--- config.mk ---
export PLATFORM = sky130hd
export DESIGN_NAME = cce_exec
export DESIGN_NICKNAME = d
export VERILOG_FILES = /design/src/rtl/cce_exec.v /design/src/rtl/cce_decode.v /design/src/rtl/cce_pcgen.v
export VERILOG_INCLUDE_DIRS = /design/src /design/src/include
export SDC_FILE = /design/constraint.sdc
export NUM_CORES = 1
export LEC_CHECK = 0
export ABC_AREA = 0
export BUFFER_PORTS_ARGS = -buffer_cell sky130_fd_sc_hd__clkbuf_2
export CAP_MARGIN = 20
export CORE_ASPECT_RATIO = 1.75
export CORE_MARGIN = 2
export CORE_UTILIZATION = 35
export CTS_BUF_LIST = sky130_fd_sc_hd__clkbuf_2
export DETAILED_ROUTE_END_ITERATION = 6
export GPL_ROUTABILITY_DRIVEN = 0
export PLACE_DENSITY_LB_ADDON = 0.08
export SYNTH_ARGS = -nofsm -noshare
export SYNTH_HDL_FRONTEND = slang
export SYNTH_HIERARCHICAL = 1
export SYNTH_SLANG_ARGS = --single-unit
export TNS_END_PERCENT = 1
--- constraint.sdc ---
create_clock -name clk_sys -period 2.7 [get_ports clk_sys]
set_clock_uncertainty 0.2 [all_clocks]
set_input_delay 0.135 -clock clk_sys [delete_from_list [all_inputs] [get_ports clk_sys]]
set_output_delay 0.135 -clock clk_sys [all_outputs]
set_load 0.1 [all_outputs]
--- src/include/cce_defs.vh ---
// constants for the clear-and-call execution block
// included by every rtl file of the block
`ifndef CCE_DEFS_VH
`define CCE_DEFS_VH

// opcode patterns, 14-bit instruction word
`define CCE_OP_CLRFILE_MASK  14'h3f80
`define CCE_OP_CLRFILE_VAL   14'h0180
`define CCE_OP_CLRWORK       14'h0103
`define CCE_OP_CLRWDOG       14'h0064
`define CCE_OP_CALL_MASK     14'h3800
`define CCE_OP_CALL_VAL      14'h2000

// field positions
`define CCE_FADDR_MSB        6
`define CCE_TARGET_MSB       10
`define CCE_LATCH_HI         4
`define CCE_LATCH_LO         3
`define CCE_PC_W             13

// register port offsets
`define CCE_REG_CTRL         3'h0
`define CCE_REG_LATCH        3'h1
`define CCE_REG_STATUS       3'h2
`define CCE_REG_PC_LO        3'h3
`define CCE_REG_PC_HI        3'h4
`define CCE_REG_WORK         3'h5
`define CCE_REG_RETIRED      3'h6

// status register bit positions
`define CCE_ST_ZERO          0
`define CCE_ST_PWRDN         3
`define CCE_ST_TMOUT         4

// reset values
`define CCE_CTRL_RST         1'b1
`define CCE_LATCH_RST        8'h00
`define CCE_WORK_RST         8'h00
`define CCE_PC_RST           13'h0000
`define CCE_FLAG_RST         1'b1

// cycle counts
`define CCE_CALL_CYCLES      2
`define CCE_SINGLE_CYCLES    1

`endif

--- src/rtl/cce_exec.v ---
// execution core for file clear, work clear, watchdog clear and call
// assumes one instruction word per clk_sys from same-clock fetch logic,
// presented with instr_valid and belonging to address pc_out;
// wdog_timeout_evt comes from the watchdog's own oscillator
`timescale 1ns/100ps
`include "cce_defs.vh"

module cce_exec (
    input  wire        clk_sys,
    input  wire        sys_rst,
    input  wire [13:0] instr_word,
    input  wire        instr_valid,
    input  wire        wdog_timeout_evt,
    input  wire        sleep_evt,
    input  wire [2:0]  reg_addr,
    input  wire [7:0]  reg_wdata,
    input  wire        reg_wr,
    input  wire        reg_rd,
    output reg  [7:0]  reg_rdata,
    output wire [12:0] pc_out,
    output wire        fetch_flush,
    output reg  [6:0]  file_addr,
    output reg  [7:0]  file_wdata,
    output reg         file_we,
    output reg         stack_push,
    output reg  [12:0] top_of_stack,
    output reg         watchdog_counter_clr,
    output reg         prescaler_clr,
    output wire        zero_flag,
    output wire        timeout_flag,
    output wire        powerdown_flag,
    output wire [7:0]  working_reg
);

    localparam ST_EXEC  = 1'b0;
    localparam ST_CALL2 = 1'b1;

    reg        state_r;
    reg        state_nxt;
    reg [12:0] pc_r;
    reg [7:0]  work_r;
    reg        zero_r;
    reg        tmout_r;
    reg        pwrdn_r;
    reg        run_en_r;
    reg [7:0]  latch_r;
    reg [7:0]  retired_r;
    reg        wdog_s1_r;
    reg        wdog_s2_r;
    reg        wdog_s3_r;
    reg        wdog_lvl_r;

    wire       is_clear_file;
    wire       is_clear_work;
    wire       is_clear_wdog;
    wire       is_call;
    wire [12:0] pc_nxt;
    wire [12:0] ret_addr;
    wire       wdog_evt_sync;
    wire       wr_ctrl;
    wire       wr_latch;
    wire       wr_status;
    wire       wr_work;
    wire       wr_retired;

    // a word executes only in the first-cycle state while running
    wire       exec_slot;
    wire       do_clear_file;
    wire       do_clear_work;
    wire       do_clear_wdog;
    wire       do_call;

    assign exec_slot     = instr_valid & run_en_r & (state_r == ST_EXEC);
    assign do_clear_file = exec_slot & is_clear_file;
    assign do_clear_work = exec_slot & is_clear_work;
    assign do_clear_wdog = exec_slot & is_clear_wdog;
    assign do_call       = exec_slot & is_call;

    // register port write to one offset
    function wr_hit;
        input       wr;
        input [2:0] addr;
        input [2:0] offset;
        begin
            wr_hit = wr & (addr == offset);
        end
    endfunction

    assign wr_ctrl    = wr_hit(reg_wr, reg_addr, `CCE_REG_CTRL);
    assign wr_latch   = wr_hit(reg_wr, reg_addr, `CCE_REG_LATCH);
    assign wr_status  = wr_hit(reg_wr, reg_addr, `CCE_REG_STATUS);
    assign wr_work    = wr_hit(reg_wr, reg_addr, `CCE_REG_WORK);
    assign wr_retired = wr_hit(reg_wr, reg_addr, `CCE_REG_RETIRED);

    cce_decode u_decode (
        .instr_word    (instr_word),
        .is_clear_file (is_clear_file),
        .is_clear_work (is_clear_work),
        .is_clear_wdog (is_clear_wdog),
        .is_call       (is_call)
    );

    cce_pcgen u_pcgen (
        .pc_cur              (pc_r),
        .instr_word          (instr_word),
        .upper_address_latch (latch_r),
        .take_call           (do_call),
        .advance             (exec_slot),
        .pc_next             (pc_nxt),
        .return_addr         (ret_addr)
    );

    // call occupies two cycles; the second executes nothing
    always @* begin
        case (state_r)
            ST_EXEC: begin
                if (do_call) begin
                    state_nxt = ST_CALL2;
                end else begin
                    state_nxt = ST_EXEC;
                end
            end
            ST_CALL2: begin
                state_nxt = ST_EXEC;
            end
            default: begin
                state_nxt = ST_EXEC;
            end
        endcase
    end

    // flush while the word fetched behind the call is on the port
    assign fetch_flush = (state_r == ST_CALL2);

    always @(posedge clk_sys or posedge sys_rst) begin
        if (sys_rst) begin
            state_r <= ST_EXEC;
            pc_r    <= `CCE_PC_RST;
        end else begin
            state_r <= state_nxt;
            pc_r    <= pc_nxt;
        end
    end

    // register file side: file clear drives a one-cycle zero write
    always @(posedge clk_sys or posedge sys_rst) begin
        if (sys_rst) begin
            file_addr  <= 7'h00;
            file_wdata <= 8'h00;
            file_we    <= 1'b0;
        end else begin
            file_we    <= do_clear_file;
            file_wdata <= 8'h00;
            if (do_clear_file) begin
                file_addr <= instr_word[`CCE_FADDR_MSB:0];
            end
        end
    end

    // stack side: return address goes out with a one-cycle push
    always @(posedge clk_sys or posedge sys_rst) begin
        if (sys_rst) begin
            stack_push   <= 1'b0;
            top_of_stack <= `CCE_PC_RST;
        end else begin
            stack_push <= do_call;
            if (do_call) begin
                top_of_stack <= ret_addr;
            end
        end
    end

    // watchdog side: timer and prescaler cleared together
    always @(posedge clk_sys or posedge sys_rst) begin
        if (sys_rst) begin
            watchdog_counter_clr <= 1'b0;
            prescaler_clr        <= 1'b0;
        end else begin
            watchdog_counter_clr <= do_clear_wdog;
            prescaler_clr        <= do_clear_wdog;
        end
    end

    // working register
    always @(posedge clk_sys or posedge sys_rst) begin
        if (sys_rst) begin
            work_r <= `CCE_WORK_RST;
        end else if (do_clear_work) begin
            work_r <= 8'h00;
        end else if (wr_work) begin
            work_r <= reg_wdata;
        end
    end

    // zero flag: file and work clears set it, software may write it, watchdog clear and call leave it
    always @(posedge clk_sys or posedge sys_rst) begin
        if (sys_rst) begin
            zero_r <= 1'b0;
        end else if (do_clear_file || do_clear_work) begin
            zero_r <= 1'b1;
        end else if (wr_status) begin
            zero_r <= reg_wdata[`CCE_ST_ZERO];
        end
    end

    // three stages; a change counts once stages two and three agree
    always @(posedge clk_sys or posedge sys_rst) begin
        if (sys_rst) begin
            wdog_s1_r  <= 1'b0;
            wdog_s2_r  <= 1'b0;
            wdog_s3_r  <= 1'b0;
            wdog_lvl_r <= 1'b0;
        end else begin
            wdog_s1_r <= wdog_timeout_evt;
            wdog_s2_r <= wdog_s1_r;
            wdog_s3_r <= wdog_s2_r;
            if (wdog_s2_r == wdog_s3_r) begin
                wdog_lvl_r <= wdog_s3_r;
            end
        end
    end

    // one-cycle event on an accepted rising change
    assign wdog_evt_sync = wdog_s2_r & wdog_s3_r & ~wdog_lvl_r;

    // timeout flag: watchdog clear sets, a timeout clears;
    // the set wins when both land in one cycle
    always @(posedge clk_sys or posedge sys_rst) begin
        if (sys_rst) begin
            tmout_r <= `CCE_FLAG_RST;
        end else if (do_clear_wdog) begin
            tmout_r <= 1'b1;
        end else if (wdog_evt_sync) begin
            tmout_r <= 1'b0;
        end
    end

    // power-down flag: watchdog clear sets, sleep clears, set wins
    always @(posedge clk_sys or posedge sys_rst) begin
        if (sys_rst) begin
            pwrdn_r <= `CCE_FLAG_RST;
        end else if (do_clear_wdog) begin
            pwrdn_r <= 1'b1;
        end else if (sleep_evt) begin
            pwrdn_r <= 1'b0;
        end
    end

    // control and latch registers written over the register port
    always @(posedge clk_sys or posedge sys_rst) begin
        if (sys_rst) begin
            run_en_r <= `CCE_CTRL_RST;
            latch_r  <= `CCE_LATCH_RST;
        end else begin
            if (wr_ctrl) begin
                run_en_r <= reg_wdata[0];
            end
            if (wr_latch) begin
                latch_r <= reg_wdata;
            end
        end
    end

    // retired count: a call retires once, after its no-operation cycle
    always @(posedge clk_sys or posedge sys_rst) begin
        if (sys_rst) begin
            retired_r <= 8'h00;
        end else if (wr_retired) begin
            retired_r <= 8'h00;
        end else if ((exec_slot && !is_call) || state_r == ST_CALL2) begin
            retired_r <= retired_r + 8'h01;
        end
    end

    // read data stands one cycle after the read strobe, zero otherwise
    always @(posedge clk_sys or posedge sys_rst) begin
        if (sys_rst) begin
            reg_rdata <= 8'h00;
        end else if (reg_rd) begin
            case (reg_addr)
                `CCE_REG_CTRL:    reg_rdata <= {7'h00, run_en_r};
                `CCE_REG_LATCH:   reg_rdata <= latch_r;
                `CCE_REG_STATUS:  reg_rdata <= {3'h0, tmout_r, pwrdn_r, 2'h0, zero_r};
                `CCE_REG_PC_LO:   reg_rdata <= pc_r[7:0];
                `CCE_REG_PC_HI:   reg_rdata <= {3'h0, pc_r[12:8]};
                `CCE_REG_WORK:    reg_rdata <= work_r;
                `CCE_REG_RETIRED: reg_rdata <= retired_r;
                default:          reg_rdata <= 8'h00;
            endcase
        end else begin
            reg_rdata <= 8'h00;
        end
    end

    assign pc_out         = pc_r;
    assign zero_flag      = zero_r;
    assign timeout_flag   = tmout_r;
    assign powerdown_flag = pwrdn_r;
    assign working_reg    = work_r;

endmodule

--- src/rtl/cce_decode.v ---
// opcode classifier for the clear and call instructions
// pure combinational, instruction word comes from same-clock fetch logic
`timescale 1ns/100ps
`include "cce_defs.vh"

module cce_decode (
    input  wire [13:0] instr_word,
    output wire        is_clear_file,
    output wire        is_clear_work,
    output wire        is_clear_wdog,
    output wire        is_call
);

    function match;
        input [13:0] word;
        input [13:0] mask;
        input [13:0] val;
        begin
            match = ((word & mask) == val);
        end
    endfunction

    assign is_clear_file = match(instr_word, `CCE_OP_CLRFILE_MASK, `CCE_OP_CLRFILE_VAL);
    assign is_clear_work = match(instr_word, 14'h3fff, `CCE_OP_CLRWORK);
    assign is_clear_wdog = match(instr_word, 14'h3fff, `CCE_OP_CLRWDOG);
    assign is_call       = match(instr_word, `CCE_OP_CALL_MASK, `CCE_OP_CALL_VAL);

endmodule

--- src/rtl/cce_pcgen.v ---
// next program counter and return address for the executing word
// combinational; caller registers the results
`timescale 1ns/100ps
`include "cce_defs.vh"

module cce_pcgen (
    input  wire [12:0] pc_cur,
    input  wire [13:0] instr_word,
    input  wire [7:0]  upper_address_latch,
    input  wire        take_call,
    input  wire        advance,
    output reg  [12:0] pc_next,
    output wire [12:0] return_addr
);

    assign return_addr = pc_cur + 13'h0001;

    always @* begin
        if (take_call) begin
            // upper two bits from the latch, low eleven from the word
            pc_next = {upper_address_latch[`CCE_LATCH_HI:`CCE_LATCH_LO],
                       instr_word[`CCE_TARGET_MSB:0]};
        end else if (advance) begin
            pc_next = return_addr;
        end else begin
            pc_next = pc_cur;
        end
    end

endmodule

==> impl_results.md <==
* Status: complete, no violations
* Post-synth ARST share at 1.00
* Final period util at 0.860
* Min-Delay Path Class: input port to flop
* Worst ir drop on vdd at between 0.7 and 0.8 mV
* Total GRT Usage at 0.192
* Top-area cell type share of the netlist area at 0.460
* Max Used Layer: met4
* Post-Syn Area per Cell at between 10 and 15 sq um
* Count of cell types in the netlist at 60
* IO Port Bufs at about 90
* Clk sink count at 77
* Via Count at around 3300
* Most used cell along the critical path: dlygate4sd3_1
* Met1 WL at ~4.3 mm
* Design Power at ~4.7 mW
* Share of post-route cells with drive strength above 1 at 0.314
* Startpoint Class: input port
* Total CTS buffers at 9
* WL met3 at 513 um
* Total routed wirelength at between 10 and 15 mm
* Vias/cell at ~5.2
* Rows at between 50 and 60
* Clock Path Buffers at 2
* Relative slew slack at 0.493
* H-Tree Depth at 3
* Layout Nets at between 500 and 600
* Hold Slack at between 150 and 200 ps
* Max Slew Vio Count at 0
* Hpwl dp at about 8.5 mm
* Final WS setup at around 380 ps
* Worst Path Buf+Inv at 4
* Largest net degree at the start of global routing at 42
* Boundary Pins at between 90 and 100
* Seq/Total Area, Yosys at 0.480
* Worst slack, placed at ~480 ps
* First-pass GRT wire length at ~18 mm
* CP Max Fanout at 3
* Number of synthesized flops with an enable pin at 0
* CP Capture Type: flop
* DR iter-0 viols at about 120
* Static Leakage at 2.40 nW
* Min Tclk post-route at about 2300 ps
* Worst path slowest cell: dlygate4sd3_1
* DRT Pass-1 Iters at 4
* Design Area, Final at slightly above 5000 sq um
* Arrival time worst endpoint at 2620 ps
* Cells along the critical path: dlygate4sd3_1, clkbuf_2, nor3_1, dlygate4sd3_1, and4_1, nand2_1, o21ai_0, dlygate4sd3_1
* PD cells at 931 nW/um^2
* Setup violations, final at 0
* Area of the core at around 11000 sq um
* RSZ-0062 raised after global routing: false
* Effective utilization at floorplan at 0.360
* Worst-Skew Late Latency at around 530 ps
* Die outline width at between 80 and 90 um
* Synth area leaders: dfrtp_1 46%, mux2_2 6.4%, xor2_1 3.5%
* Die Y at 146 um
* Ys flop type: dfrtp_1
* Cts repair resizes at 0
* Initial antenna violation count at 1
* Crit Path Category: input port to flop
* Setup TNS at 0 ps
* Mapped Area at 4030 sq um
* Wire length per cell at about 18 um
* Synth warn at 6
* Routed Antenna Nets at 0
* Die area at around 12000 sq um
* Area delta synth->final at 26.6%
* Cell family with most CP delay: buffers and inverters
* Placed Instance Area at between 4000 and 5000 sq um
* Flop and latch count out of synthesis at 77
* Root buffer cell: clkbuf_2
* CTS tree: built
* Count leader, synth: dfrtp_1
* CP peak stage delay at between 600 and 700 ps
* DRC viols at 0
* Worst EP required at approximately 3000 ps
* Cell accounting for the most synthesized area: dfrtp_1
* Worst slew pin tran at between 700 and 800 ps
* Commonest cells in the netlist: 74 x dfrtp_1, 36 x nand2_1, 23 x mux2_2
* Overflow left after global routing at 0
* Post-synthesis cell count at between 300 and 400
* Met2 Wirelength at between 6 and 7 mm
* Max-cap violations at 0
* Worst-path clk slew at between 200 and 250 ps
* Max Fclk at approximately 0.43 GHz
* Vias in the first global route at around 3400
* Hold Fails Final Rpt at 0
-- power breakdown --
| group | internal (mW) | total (mW) | switching (mW) |
|---|---|---|---|
| Combinational | 0.511 | 2.40 | 1.88 |
| Clock | 0.209 | 0.618 | 0.409 |
| Sequential | 1.39 | 1.73 | 0.337 |
| Total | 2.11 | 4.75 | 2.63 |
-- cells in the final DEF, fill, tap and decap left out, drive strengths merged, types with 7 or more instances in the layout --
cell type    count
o21ai           16
a21oi           13
clkbuf          98
nor2            20
nand3            9
inv             10
dfrtp           74
conb             8
a22o             7
buf              8
xor2            16
nand2           39
nor3             9
dlygate4sd3     44
mux2            36
-- kinds of logic after synthesis --
group	after synthesis	share of synthesized area
AND/OR/NAND/NOR	127	0.186
flip-flops	77	0.480
AO/OA/AOI/OAI	62	0.102
multiplexers	40	0.118
buffers and inverters	40	0.0556
XOR/XNOR	22	0.0479
adder cells (fa/ha/maj)	3	0.00933
other	1	0.000932
-- worst min-delay path, cell delays in order --
cell	delay, ps
dlygate4sd3_1	520
clkbuf_2	110
mux2_4	130
-- path summary, 6_finish.rpt --
check,from,end,slack (ps),depth (start not counted)
worst max-delay path,instr_word[11],powerdown_flag,380,8
worst min-delay path,reg_wdata[6],latch_r[6],170,3
worst max register to register,run_en_r,pc_out[7],470,7
worst min register to register,wdog_s1_r,wdog_s2_r,180,0
max in group asynchronous,sys_rst,powerdown_flag,1080,5
min in group asynchronous,sys_rst,zero_flag,570,4
-- repair_timing --
item                      4_1_cts  5_1_grt
setup buffers                   0        0
hold endpoints to repair      134        0
hold buffers                   44        0
-- layer usage --
metal  global-route usage  vias to the layer above
met3               0.0357                       20
met4               0.0841                        0
met2                0.346                      107
met1                0.215                     1623
met5                    0                        -
li1                     -                     1573
-- cell type report --
type | count | area [sq um]
Antenna cell | 1 | 2.50
Clock buffer | 10 | 50.0
Clock inverter | 6 | 53.8
Fill cell | 1055 | 6070
Inverter | 11 | 42.5
Multi-Input combinational cell | 262 | 1900
Sequential cell | 77 | 1930
Tap cell | 132 | 165
Timing Repair Buffer | 140 | 953
-- per-stage QoR --
step | std cells | utilization
finish | 639 | 0.456
global route | 639 | 0.456
CTS | 638 | 0.456
detailed placement | 578 | 0.407
global placement | 578 | 0.407
floorplan | 379 | -
Note: power is estimated with default switching activity, not from simulation.
